==> src/fdm_cfg.svh <==
// constants for the flash-disk mode/config register bank
// assumes byte offsets within the 8KB device window, 13-bit address
`ifndef FDM_CFG_SVH
`define FDM_CFG_SVH
`define FDM_AW              13
`define FDM_OFF_CASCADE_SEL 13'h100a
`define FDM_OFF_MODE_CTRL   13'h100c
`define FDM_OFF_CONFIG      13'h100e
`define FDM_OFF_CONFIRM     13'h1072
`define FDM_OFF_SWAP_CTRL   13'h1008
`define FDM_BOOT_LO_END     13'h0800
`define FDM_BOOT_HI_START   13'h1800
`define FDM_BIT_LOW_SWAP    0
`define FDM_BIT_HIGH_SWAP   8
`define FDM_BIT_UNLOCK      2
`define FDM_BIT_BOOT_FLAG   3
`define FDM_BIT_HRST_FLAG   4
`define FDM_BIT_IO_SUPPLY   0
`define FDM_BIT_STRAP       7
`define FDM_MODE_RESET      2'b00
`define FDM_MODE_NORMAL     2'b01
`define FDM_MODE_DPD        2'b10
// host controller register offsets on axi4-lite
`define FDM_H_CMD           4'h0
`define FDM_H_WDATA         4'h4
`define FDM_H_STATUS        4'h8
`define FDM_H_RDATA         4'hc
`endif

==> src/fdm_pkg.sv <==
// types shared by both ends of the mode/config register link
// assumes fdm_cfg.svh constants
`include "fdm_cfg.svh"
package fdm_pkg;
  typedef logic [`FDM_AW-1:0] fdm_addr_t;
  typedef logic [15:0]        fdm_data_t;
  typedef logic [1:0]         fdm_mode_t;
  typedef enum logic [1:0] {
    FDM_H_IDLE = 2'b00,
    FDM_H_REQ  = 2'b01,
    FDM_H_DONE = 2'b11
  } fdm_hstate_t;
endpackage : fdm_pkg

==> src/fdm_link_if.sv <==
// memory-mapped register link between host controller and device
// assumes one shared clock; a request completes in the cycle it is strobed
`timescale 1ns/10ps
interface fdm_link_if;
  import fdm_pkg::*;
  logic      req;
  logic      wr;
  logic      wide;
  fdm_addr_t addr;
  fdm_data_t wdata;
  fdm_data_t rdata;
  modport dev  (input req, wr, wide, addr, wdata, output rdata);
  modport host (output req, wr, wide, addr, wdata, input rdata);
endinterface : fdm_link_if

==> src/fdm_dev.sv <==
// device end: mode control, confirm, reset-cause flags, cascade select,
// configuration straps and byte-lane swap.
// assumes link requests last one cycle; reads answered combinationally.
// Operation
// - swap bytes on 16-bit access when enabled
// - swap enables at bits 0 and 8
// - 8-bit-only hosts may skip swap register
// - host writes complement to confirm register
// - no other access between, except boot
// - confirm write-only; control reads stored value
// - mode bits: reset, normal, deep power-down
// - mode changes only with unlock bit set
// - unlock bit always reads zero
// - boot trigger flag, write one clears
// - hard reset cause flag, write one clears
// - respond only when index pins match select
// - configuration cleared only by hardware reset
// - bit 0 reports io supply level
// - highest cascade index at bits 5-4
// - bit 7 mirrors interface strap pin
// - all registers read zero in reset mode
// - reserved zero bits read zero
//
// Chosen here: the AXI4-Lite slave port.
`timescale 1ns/10ps
`include "fdm_cfg.svh"
module fdm_dev (
  input  wire logic         i_ref_clk,
  input  wire logic         i_reset_n,
  input  wire logic         i_reset_input_n,
  input  wire logic         i_voltage_trip,
  input  wire logic         i_boot_trigger,
  input  wire logic [1:0]   i_cascade_index,
  input  wire logic         i_io_supply_high,
  input  wire logic         i_if_strap,
  output fdm_pkg::fdm_mode_t o_mode,
  output logic              o_swap_active,
  fdm_link_if.dev           link
);
  import fdm_pkg::*;
  fdm_mode_t  mode_r;
  logic       boot_trigger_flag_r;
  logic       hard_reset_cause_flag_r;
  logic [1:0] cascade_sel_r;
  logic [1:0] highest_cascade_index_r;
  logic       low_lane_swap_en_r;
  logic       high_lane_swap_en_r;
  logic       pend_r;
  logic [7:0] pend_val_r;
  logic       selected;
  logic       in_reset;
  logic       boot_acc;
  logic       wr_hit;
  logic [7:0] wb;
  logic       confirm_ok;
  logic       hw_reset_evt;
  function automatic logic is_boot(input fdm_addr_t a);
    is_boot = (a < `FDM_BOOT_LO_END) || (a >= `FDM_BOOT_HI_START);
  endfunction : is_boot
  assign in_reset     = (mode_r == `FDM_MODE_RESET);
  assign selected     = (i_cascade_index == cascade_sel_r);
  assign boot_acc     = is_boot(link.addr);
  assign wr_hit       = link.req && link.wr && selected;
  assign o_swap_active = low_lane_swap_en_r && high_lane_swap_en_r;
  assign wb = (link.wide && o_swap_active) ? link.wdata[15:8] : link.wdata[7:0];
  assign confirm_ok = pend_r && wr_hit && link.addr == `FDM_OFF_CONFIRM
                   && wb == ~pend_val_r;
  assign hw_reset_evt = !i_reset_input_n || i_voltage_trip;
  assign o_mode = mode_r;
  // pending control write; any non-boot access to this device while selected in between drops it
  always_ff @(posedge i_ref_clk) begin
    if (!i_reset_n) begin
      pend_r     <= 1'b0;
      pend_val_r <= 8'h00;
    end else if (link.req && selected && !boot_acc) begin
      pend_r     <= wr_hit && link.addr == `FDM_OFF_MODE_CTRL;
      pend_val_r <= wb;
    end
  end
  // mode: forced to reset by the pin, voltage trip or boot detector
  always_ff @(posedge i_ref_clk) begin
    if (!i_reset_n) begin
      mode_r <= `FDM_MODE_RESET;
    end else if (hw_reset_evt || i_boot_trigger) begin
      mode_r <= `FDM_MODE_RESET;
    end else if (confirm_ok && pend_val_r[`FDM_BIT_UNLOCK]
                 && pend_val_r[1:0] != 2'b11) begin
      mode_r <= pend_val_r[1:0];
    end
  end
  // sticky cause flags; set wins over a same-cycle clear
  always_ff @(posedge i_ref_clk) begin
    if (!i_reset_n) begin
      boot_trigger_flag_r     <= 1'b0;
      hard_reset_cause_flag_r <= 1'b1;
    end else begin
      if (i_boot_trigger) begin
        boot_trigger_flag_r <= 1'b1;
      end else if (confirm_ok && pend_val_r[`FDM_BIT_BOOT_FLAG]) begin
        boot_trigger_flag_r <= 1'b0;
      end
      if (hw_reset_evt) begin
        hard_reset_cause_flag_r <= 1'b1;
      end else if (confirm_ok && pend_val_r[`FDM_BIT_HRST_FLAG]) begin
        hard_reset_cause_flag_r <= 1'b0;
      end
    end
  end
  // cascade select and swap go back to defaults while in reset mode
  always_ff @(posedge i_ref_clk) begin
    if (!i_reset_n || in_reset) begin
      cascade_sel_r       <= 2'b00;
      low_lane_swap_en_r  <= 1'b0;
      high_lane_swap_en_r <= 1'b0;
    end else if (wr_hit) begin
      if (link.addr == `FDM_OFF_CASCADE_SEL) begin
        cascade_sel_r <= wb[1:0];
      end
      if (link.addr == `FDM_OFF_SWAP_CTRL) begin
        low_lane_swap_en_r  <= link.wdata[`FDM_BIT_LOW_SWAP];
        high_lane_swap_en_r <= link.wdata[`FDM_BIT_HIGH_SWAP];
      end
    end
  end
  // only the hardware reset clears this field
  always_ff @(posedge i_ref_clk) begin
    if (!i_reset_n) begin
      highest_cascade_index_r <= 2'b00;
    end else if (wr_hit && !in_reset && link.addr == `FDM_OFF_CONFIG) begin
      highest_cascade_index_r <= wb[5:4];
    end
  end
  logic [15:0] rd;
  always_comb begin
    rd = 16'h0000;
    if (selected && !in_reset) begin
      unique case (link.addr)
        `FDM_OFF_CASCADE_SEL: rd = {14'h0, cascade_sel_r};
        // unlock bit position left zero
        `FDM_OFF_MODE_CTRL: rd = {11'h0, hard_reset_cause_flag_r,
                                  boot_trigger_flag_r, 1'b0, mode_r};
        `FDM_OFF_CONFIG: rd = {8'h0, i_if_strap, 1'b0, highest_cascade_index_r,
                               3'b000, i_io_supply_high};
        `FDM_OFF_SWAP_CTRL: rd = {7'h0, high_lane_swap_en_r,
                                  7'h0, low_lane_swap_en_r};
        default: rd = 16'h0000;
      endcase
    end
  end
  assign link.rdata = (link.wide && o_swap_active) ? {rd[7:0], rd[15:8]} : rd;
endmodule : fdm_dev

==> src/flat_wrapper.sv <==
// flat-port wrapper written by rule: the top's interface ports become plain ports
module fdm_dev_flat import fdm_pkg::*;
  (i_ref_clk, i_reset_n, i_reset_input_n, i_voltage_trip, i_boot_trigger, i_cascade_index, i_io_supply_high, i_if_strap, o_mode, o_swap_active, link_req, link_wr, link_wide, link_addr, link_wdata, link_rdata);
  fdm_link_if link_i ();
  input  wire logic i_ref_clk;
  input  wire logic i_reset_n;
  input  wire logic i_reset_input_n;
  input  wire logic i_voltage_trip;
  input  wire logic i_boot_trigger;
  input  wire logic [1:0] i_cascade_index;
  input  wire logic i_io_supply_high;
  input  wire logic i_if_strap;
  output fdm_pkg::fdm_mode_t o_mode;
  output logic o_swap_active;
  input wire logic [$bits(link_i.req)-1:0] link_req;
  input wire logic [$bits(link_i.wr)-1:0] link_wr;
  input wire logic [$bits(link_i.wide)-1:0] link_wide;
  input wire logic [$bits(link_i.addr)-1:0] link_addr;
  input wire logic [$bits(link_i.wdata)-1:0] link_wdata;
  output wire logic [$bits(link_i.rdata)-1:0] link_rdata;
  assign link_i.req = link_req;
  assign link_i.wr = link_wr;
  assign link_i.wide = link_wide;
  assign link_i.addr = link_addr;
  assign link_i.wdata = link_wdata;
  assign link_rdata = link_i.rdata;
  fdm_dev u_core (.i_ref_clk(i_ref_clk), .i_reset_n(i_reset_n), .i_reset_input_n(i_reset_input_n), .i_voltage_trip(i_voltage_trip), .i_boot_trigger(i_boot_trigger), .i_cascade_index(i_cascade_index), .i_io_supply_high(i_io_supply_high), .i_if_strap(i_if_strap), .o_mode(o_mode), .o_swap_active(o_swap_active), .link(link_i));
endmodule
==> config.mk <==
export PLATFORM = sky130hd
export DESIGN_NAME = fdm_dev_flat
export DESIGN_NICKNAME = d
export VERILOG_FILES = /design/src/fdm_pkg.sv /design/src/fdm_link_if.sv /design/src/fdm_dev.sv /design/src/flat_wrapper.sv
export VERILOG_INCLUDE_DIRS = /design/src
export SDC_FILE = /design/constraint.sdc
export NUM_CORES = 1
export LEC_CHECK = 0
export ABC_AREA = 1
export ABC_CLOCK_PERIOD_IN_PS = 1600
export BUFFER_PORTS_ARGS = -buffer_cell sky130_fd_sc_hd__buf_2
export CAP_MARGIN = 20
export CELL_PAD_IN_SITES_DETAIL_PLACEMENT = 1
export CELL_PAD_IN_SITES_GLOBAL_PLACEMENT = 1
export CORE_UTILIZATION = 28
export DETAILED_ROUTE_END_ITERATION = 16
export PLACE_DENSITY_LB_ADDON = 0.1
export SYNTH_ARGS = -nofsm -noshare
export SYNTH_HDL_FRONTEND = slang
export SYNTH_SLANG_ARGS = --single-unit
==> constraint.sdc <==
create_clock -name i_ref_clk -period 1.6 [get_ports i_ref_clk]
set_clock_uncertainty 0.2 [all_clocks]
set_input_delay 0.32 -clock i_ref_clk [delete_from_list [all_inputs] [get_ports i_ref_clk]]
set_output_delay 0.32 -clock i_ref_clk [all_outputs]
set_load 0.1 [all_outputs]
==> flow_metrics.env <==
export IMPL_status="finished with violations"
export IMPL_synth_warnings=0
export IMPL_root_buffer="clkbuf_8"
export IMPL_worstSetupPathType="register to output port"
export IMPL_finalHoldViolCount=0
export IMPL_path_max_fanout=3
export IMPL_fin_crit_ps=2330
export IMPL_dp_cells=423
export IMPL_port_buffers=55
export IMPL_grt_max_degree=13
export IMPL_ant_nets=0
export IMPL_maxCapViolCount=0
export IMPL_endpoint_kind="output port"
export IMPL_cpPeakStageDelay_ps=360
export IMPL_fp_dieH_um=74.5
export IMPL_dp_final_hpwl_um=4650
export IMPL_stdcell_count=442
export IMPL_numCtsBuffers=3
export IMPL_crit_path_top_delay_cell="dfxtp_2"
export IMPL_vias=2321
export IMPL_final_layout_size_suffix_gt1_share_pct=55.4
export IMPL_first_pass_iters=4
export IMPL_rsz0062_at_grt="true"
export IMPL_setup_tns_ps=-15960
export IMPL_hp_class="input pin to register"
export IMPL_cp_required_ps=1080
export IMPL_synth_area_mm2=0.00147
export IMPL_clock_latency_ps=260
export IMPL_antennaDiodeCount=0
export IMPL_slew_violations=0
export IMPL_core_mm2=0.00507
export IMPL_htreeDepth=1
export IMPL_max_vdd_ir_drop_mv=0.288
export IMPL_p_leak_nw=1.48
export IMPL_grt_overflow_total=0
export IMPL_antenna_found_initial=0
export IMPL_cts_reportedPaths_clkPinSlew_ps=80
export IMPL_nNetsFinal=414
export IMPL_synth_cell_type_count=31
export IMPL_io_pins=60
export IMPL_p_per_area_mw_per_mm2=384
export IMPL_path_cells="xnor2_2 > nand2_2 > nor2_4 > buf_4 > nand2_1 > nor2_2 > nand2_1 > nand2_4 > buf_12"
export IMPL_drt_iter0_markers=107
export IMPL_violations="setup timing"
export IMPL_globalplace_congestion=0.830
export IMPL_startpoint_type="register"
export IMPL_die_x_um=74.5
export IMPL_fin_ws_ps=-727
export IMPL_syn_to_final_growth_pct=111
export IMPL_setup_viol=32
export IMPL_clockBufferDepth=2
export IMPL_ys_ff_latch=19
export IMPL_syn_avg_cell_area_um2=5.83
export IMPL_grt_pass1_wl_um=11900
export IMPL_grt_usage_pct=29.2
export IMPL_std_cell_rows=26
export IMPL_syn_instance_count=252
export IMPL_cts_sinks=19
export IMPL_ys_seq_area_share_pct=25.9
export IMPL_cts_tree="done"
export IMPL_worstPathArrival_ps=1810
export IMPL_grt_pass1_vias=2366
export IMPL_wire_per_inst_um=20.7
export IMPL_timing_critical_path_mode_cell="nand2_1"
export IMPL_drc=0
export IMPL_routed_wirelength_um=9150
export IMPL_die_area_mm2=0.00554
export IMPL_start_util_pct=29.0
export IMPL_finalCritPeriodShare_pct=145
export IMPL_fmax_mhz=430
export IMPL_vias_per_cell=5.25
[sequential cells by signal, summed over array words and instances, names as in the netlist]
signal,flops
u_core.low_lane_swap_en_r,1
u_core.hard_reset_cause_flag_r,1
u_core.pend_r,1
u_core.pend_val_r,8
u_core.boot_trigger_flag_r,1
u_core.cascade_sel_r,2
u_core.o_mode,2
u_core.highest_cascade_index_r,2
u_core.high_lane_swap_en_r,1
[final cells by class]
type	count	area, um2
fill	629	1980
clock buffer	3	41.3
multi-input combinational	185	1240
tap	70	87.6
sequential	19	395
inverter	42	161
clock inverter	1	5.00
timing repair buffer	122	1170
[placed cells by master (no fill, tap or decap), types with 13 or more instances in the layout]
cell type / n
buf_2: 35
buf_6: 18
nand3_1: 16
buf_12: 20
nand2_1: 51
nor2_1: 13
inv_1: 35
buf_4: 48
nor2_4: 20
dfxtp_1: 13
[final timing paths]
check / from / end / slack (ps) / depth (start not counted)
max: u_core.cascade_sel_r[1]$_SDFFE_PP0P_ / link_rdata[8] / -730 / 9
min: i_voltage_trip / u_core.hard_reset_cause_flag_r$_SDFFE_PP1P_ / 140 / 3
min reg2reg: u_core.pend_val_r[6]$_SDFFE_PN0P_ / u_core.pend_val_r[6]$_SDFFE_PN0P_ / 340 / 2
max reg2reg: u_core.cascade_sel_r[1]$_SDFFE_PP0P_ / u_core.o_mode[1]$_SDFFE_PP0P_ / -540 / 14
[through the flow]
step | power, W | utilization, % | hold slack, ps | setup WS [ps] | instance area [um2]
finish | 0.00119 | 61.0 | 142 | -727 | 3100
global route | 0.00123 | 61.0 | 135 | -784 | 3100
CTS | 0.00115 | 59.9 | 51.1 | -627 | 3040
detailed placement | 0.000755 | 51.6 | 268 | -629 | 2620
global placement | 0.000747 | 51.6 | 257 | -565 | 2620
floorplan | 0.000632 | - | 219 | -531 | 1660
[synth_stat cells (all sizes together)]
library cell | instances | area share, %
conb | 1 | 0.26
nand3 | 27 | 9.9
nand3b | 1 | 0.51
buf | 9 | 4.5
o2111ai | 1 | 0.60
a21oi | 13 | 4.4
dfxtp | 19 | 26
inv | 41 | 10
a31oi | 2 | 0.85
nand2 | 64 | 17
nor2 | 39 | 11
xnor2 | 2 | 1.2
or2 | 1 | 0.60
o31a | 1 | 0.60
o211a | 1 | 0.68
nor3 | 5 | 1.7
o21ai | 16 | 5.7
a211oi | 1 | 0.51
nand4 | 6 | 3.0
clkinv | 1 | 0.26
a22o | 1 | 0.60
[logic make-up (layout without fill, tap and decap cells)]
logic type	count (synthesis)	in the layout	synth area share [%]
buffers and inverters	51	168	15.2
XOR/XNOR	2	2	1.19
AO/OA/AOI/OAI	36	36	14.0
other	1	4	0.255
flip-flops	19	19	25.9
AND/OR/NAND/NOR	143	143	43.5
[worst max-delay path: cells and delay by family (launching register included)]
kind,cells,cell delay [ps]
simple gates,6,690
buf+inv,2,310
flops,1,360
xor+xnor,1,180
[routing by layer]
metal | routed length (um) | vias to the layer above | share of wire, % | GRT usage [%]
li1 | - | 1036 | - | -
met1 | 3420 | 1134 | 37 | 30.6
met2 | 4800 | 110 | 52 | 56.1
met3 | 441 | 41 | 4.8 | 3.93
met4 | 485 | 0 | 5.3 | 15.3
met5 | 0 | - | 0 | 0
[power by group]
part | internal (W) | total, W | switching [W]
logic | 0.000144 | 0.000344 | 0.000200
clock network | 0.000174 | 0.000362 | 0.000188
registers | 0.000476 | 0.000485 | 0.00000893
total | 0.000794 | 0.00119 | 0.000397
[repair_timing]
| action | in CTS | in global routing |
|---|---|---|
| endpoints found under the hold margin | 0 | 0 |
| setup buffers | 24 | 3 |
| gates resized for setup | 59 | 17 |
| gates cloned | 1 | 0 |
| hold buffers | 0 | 0 |
| pin swaps | 37 | 16 |
| endpoints found under the setup margin | 32 | 32 |
No activity file was read; power rests on OpenSTA's default activity.
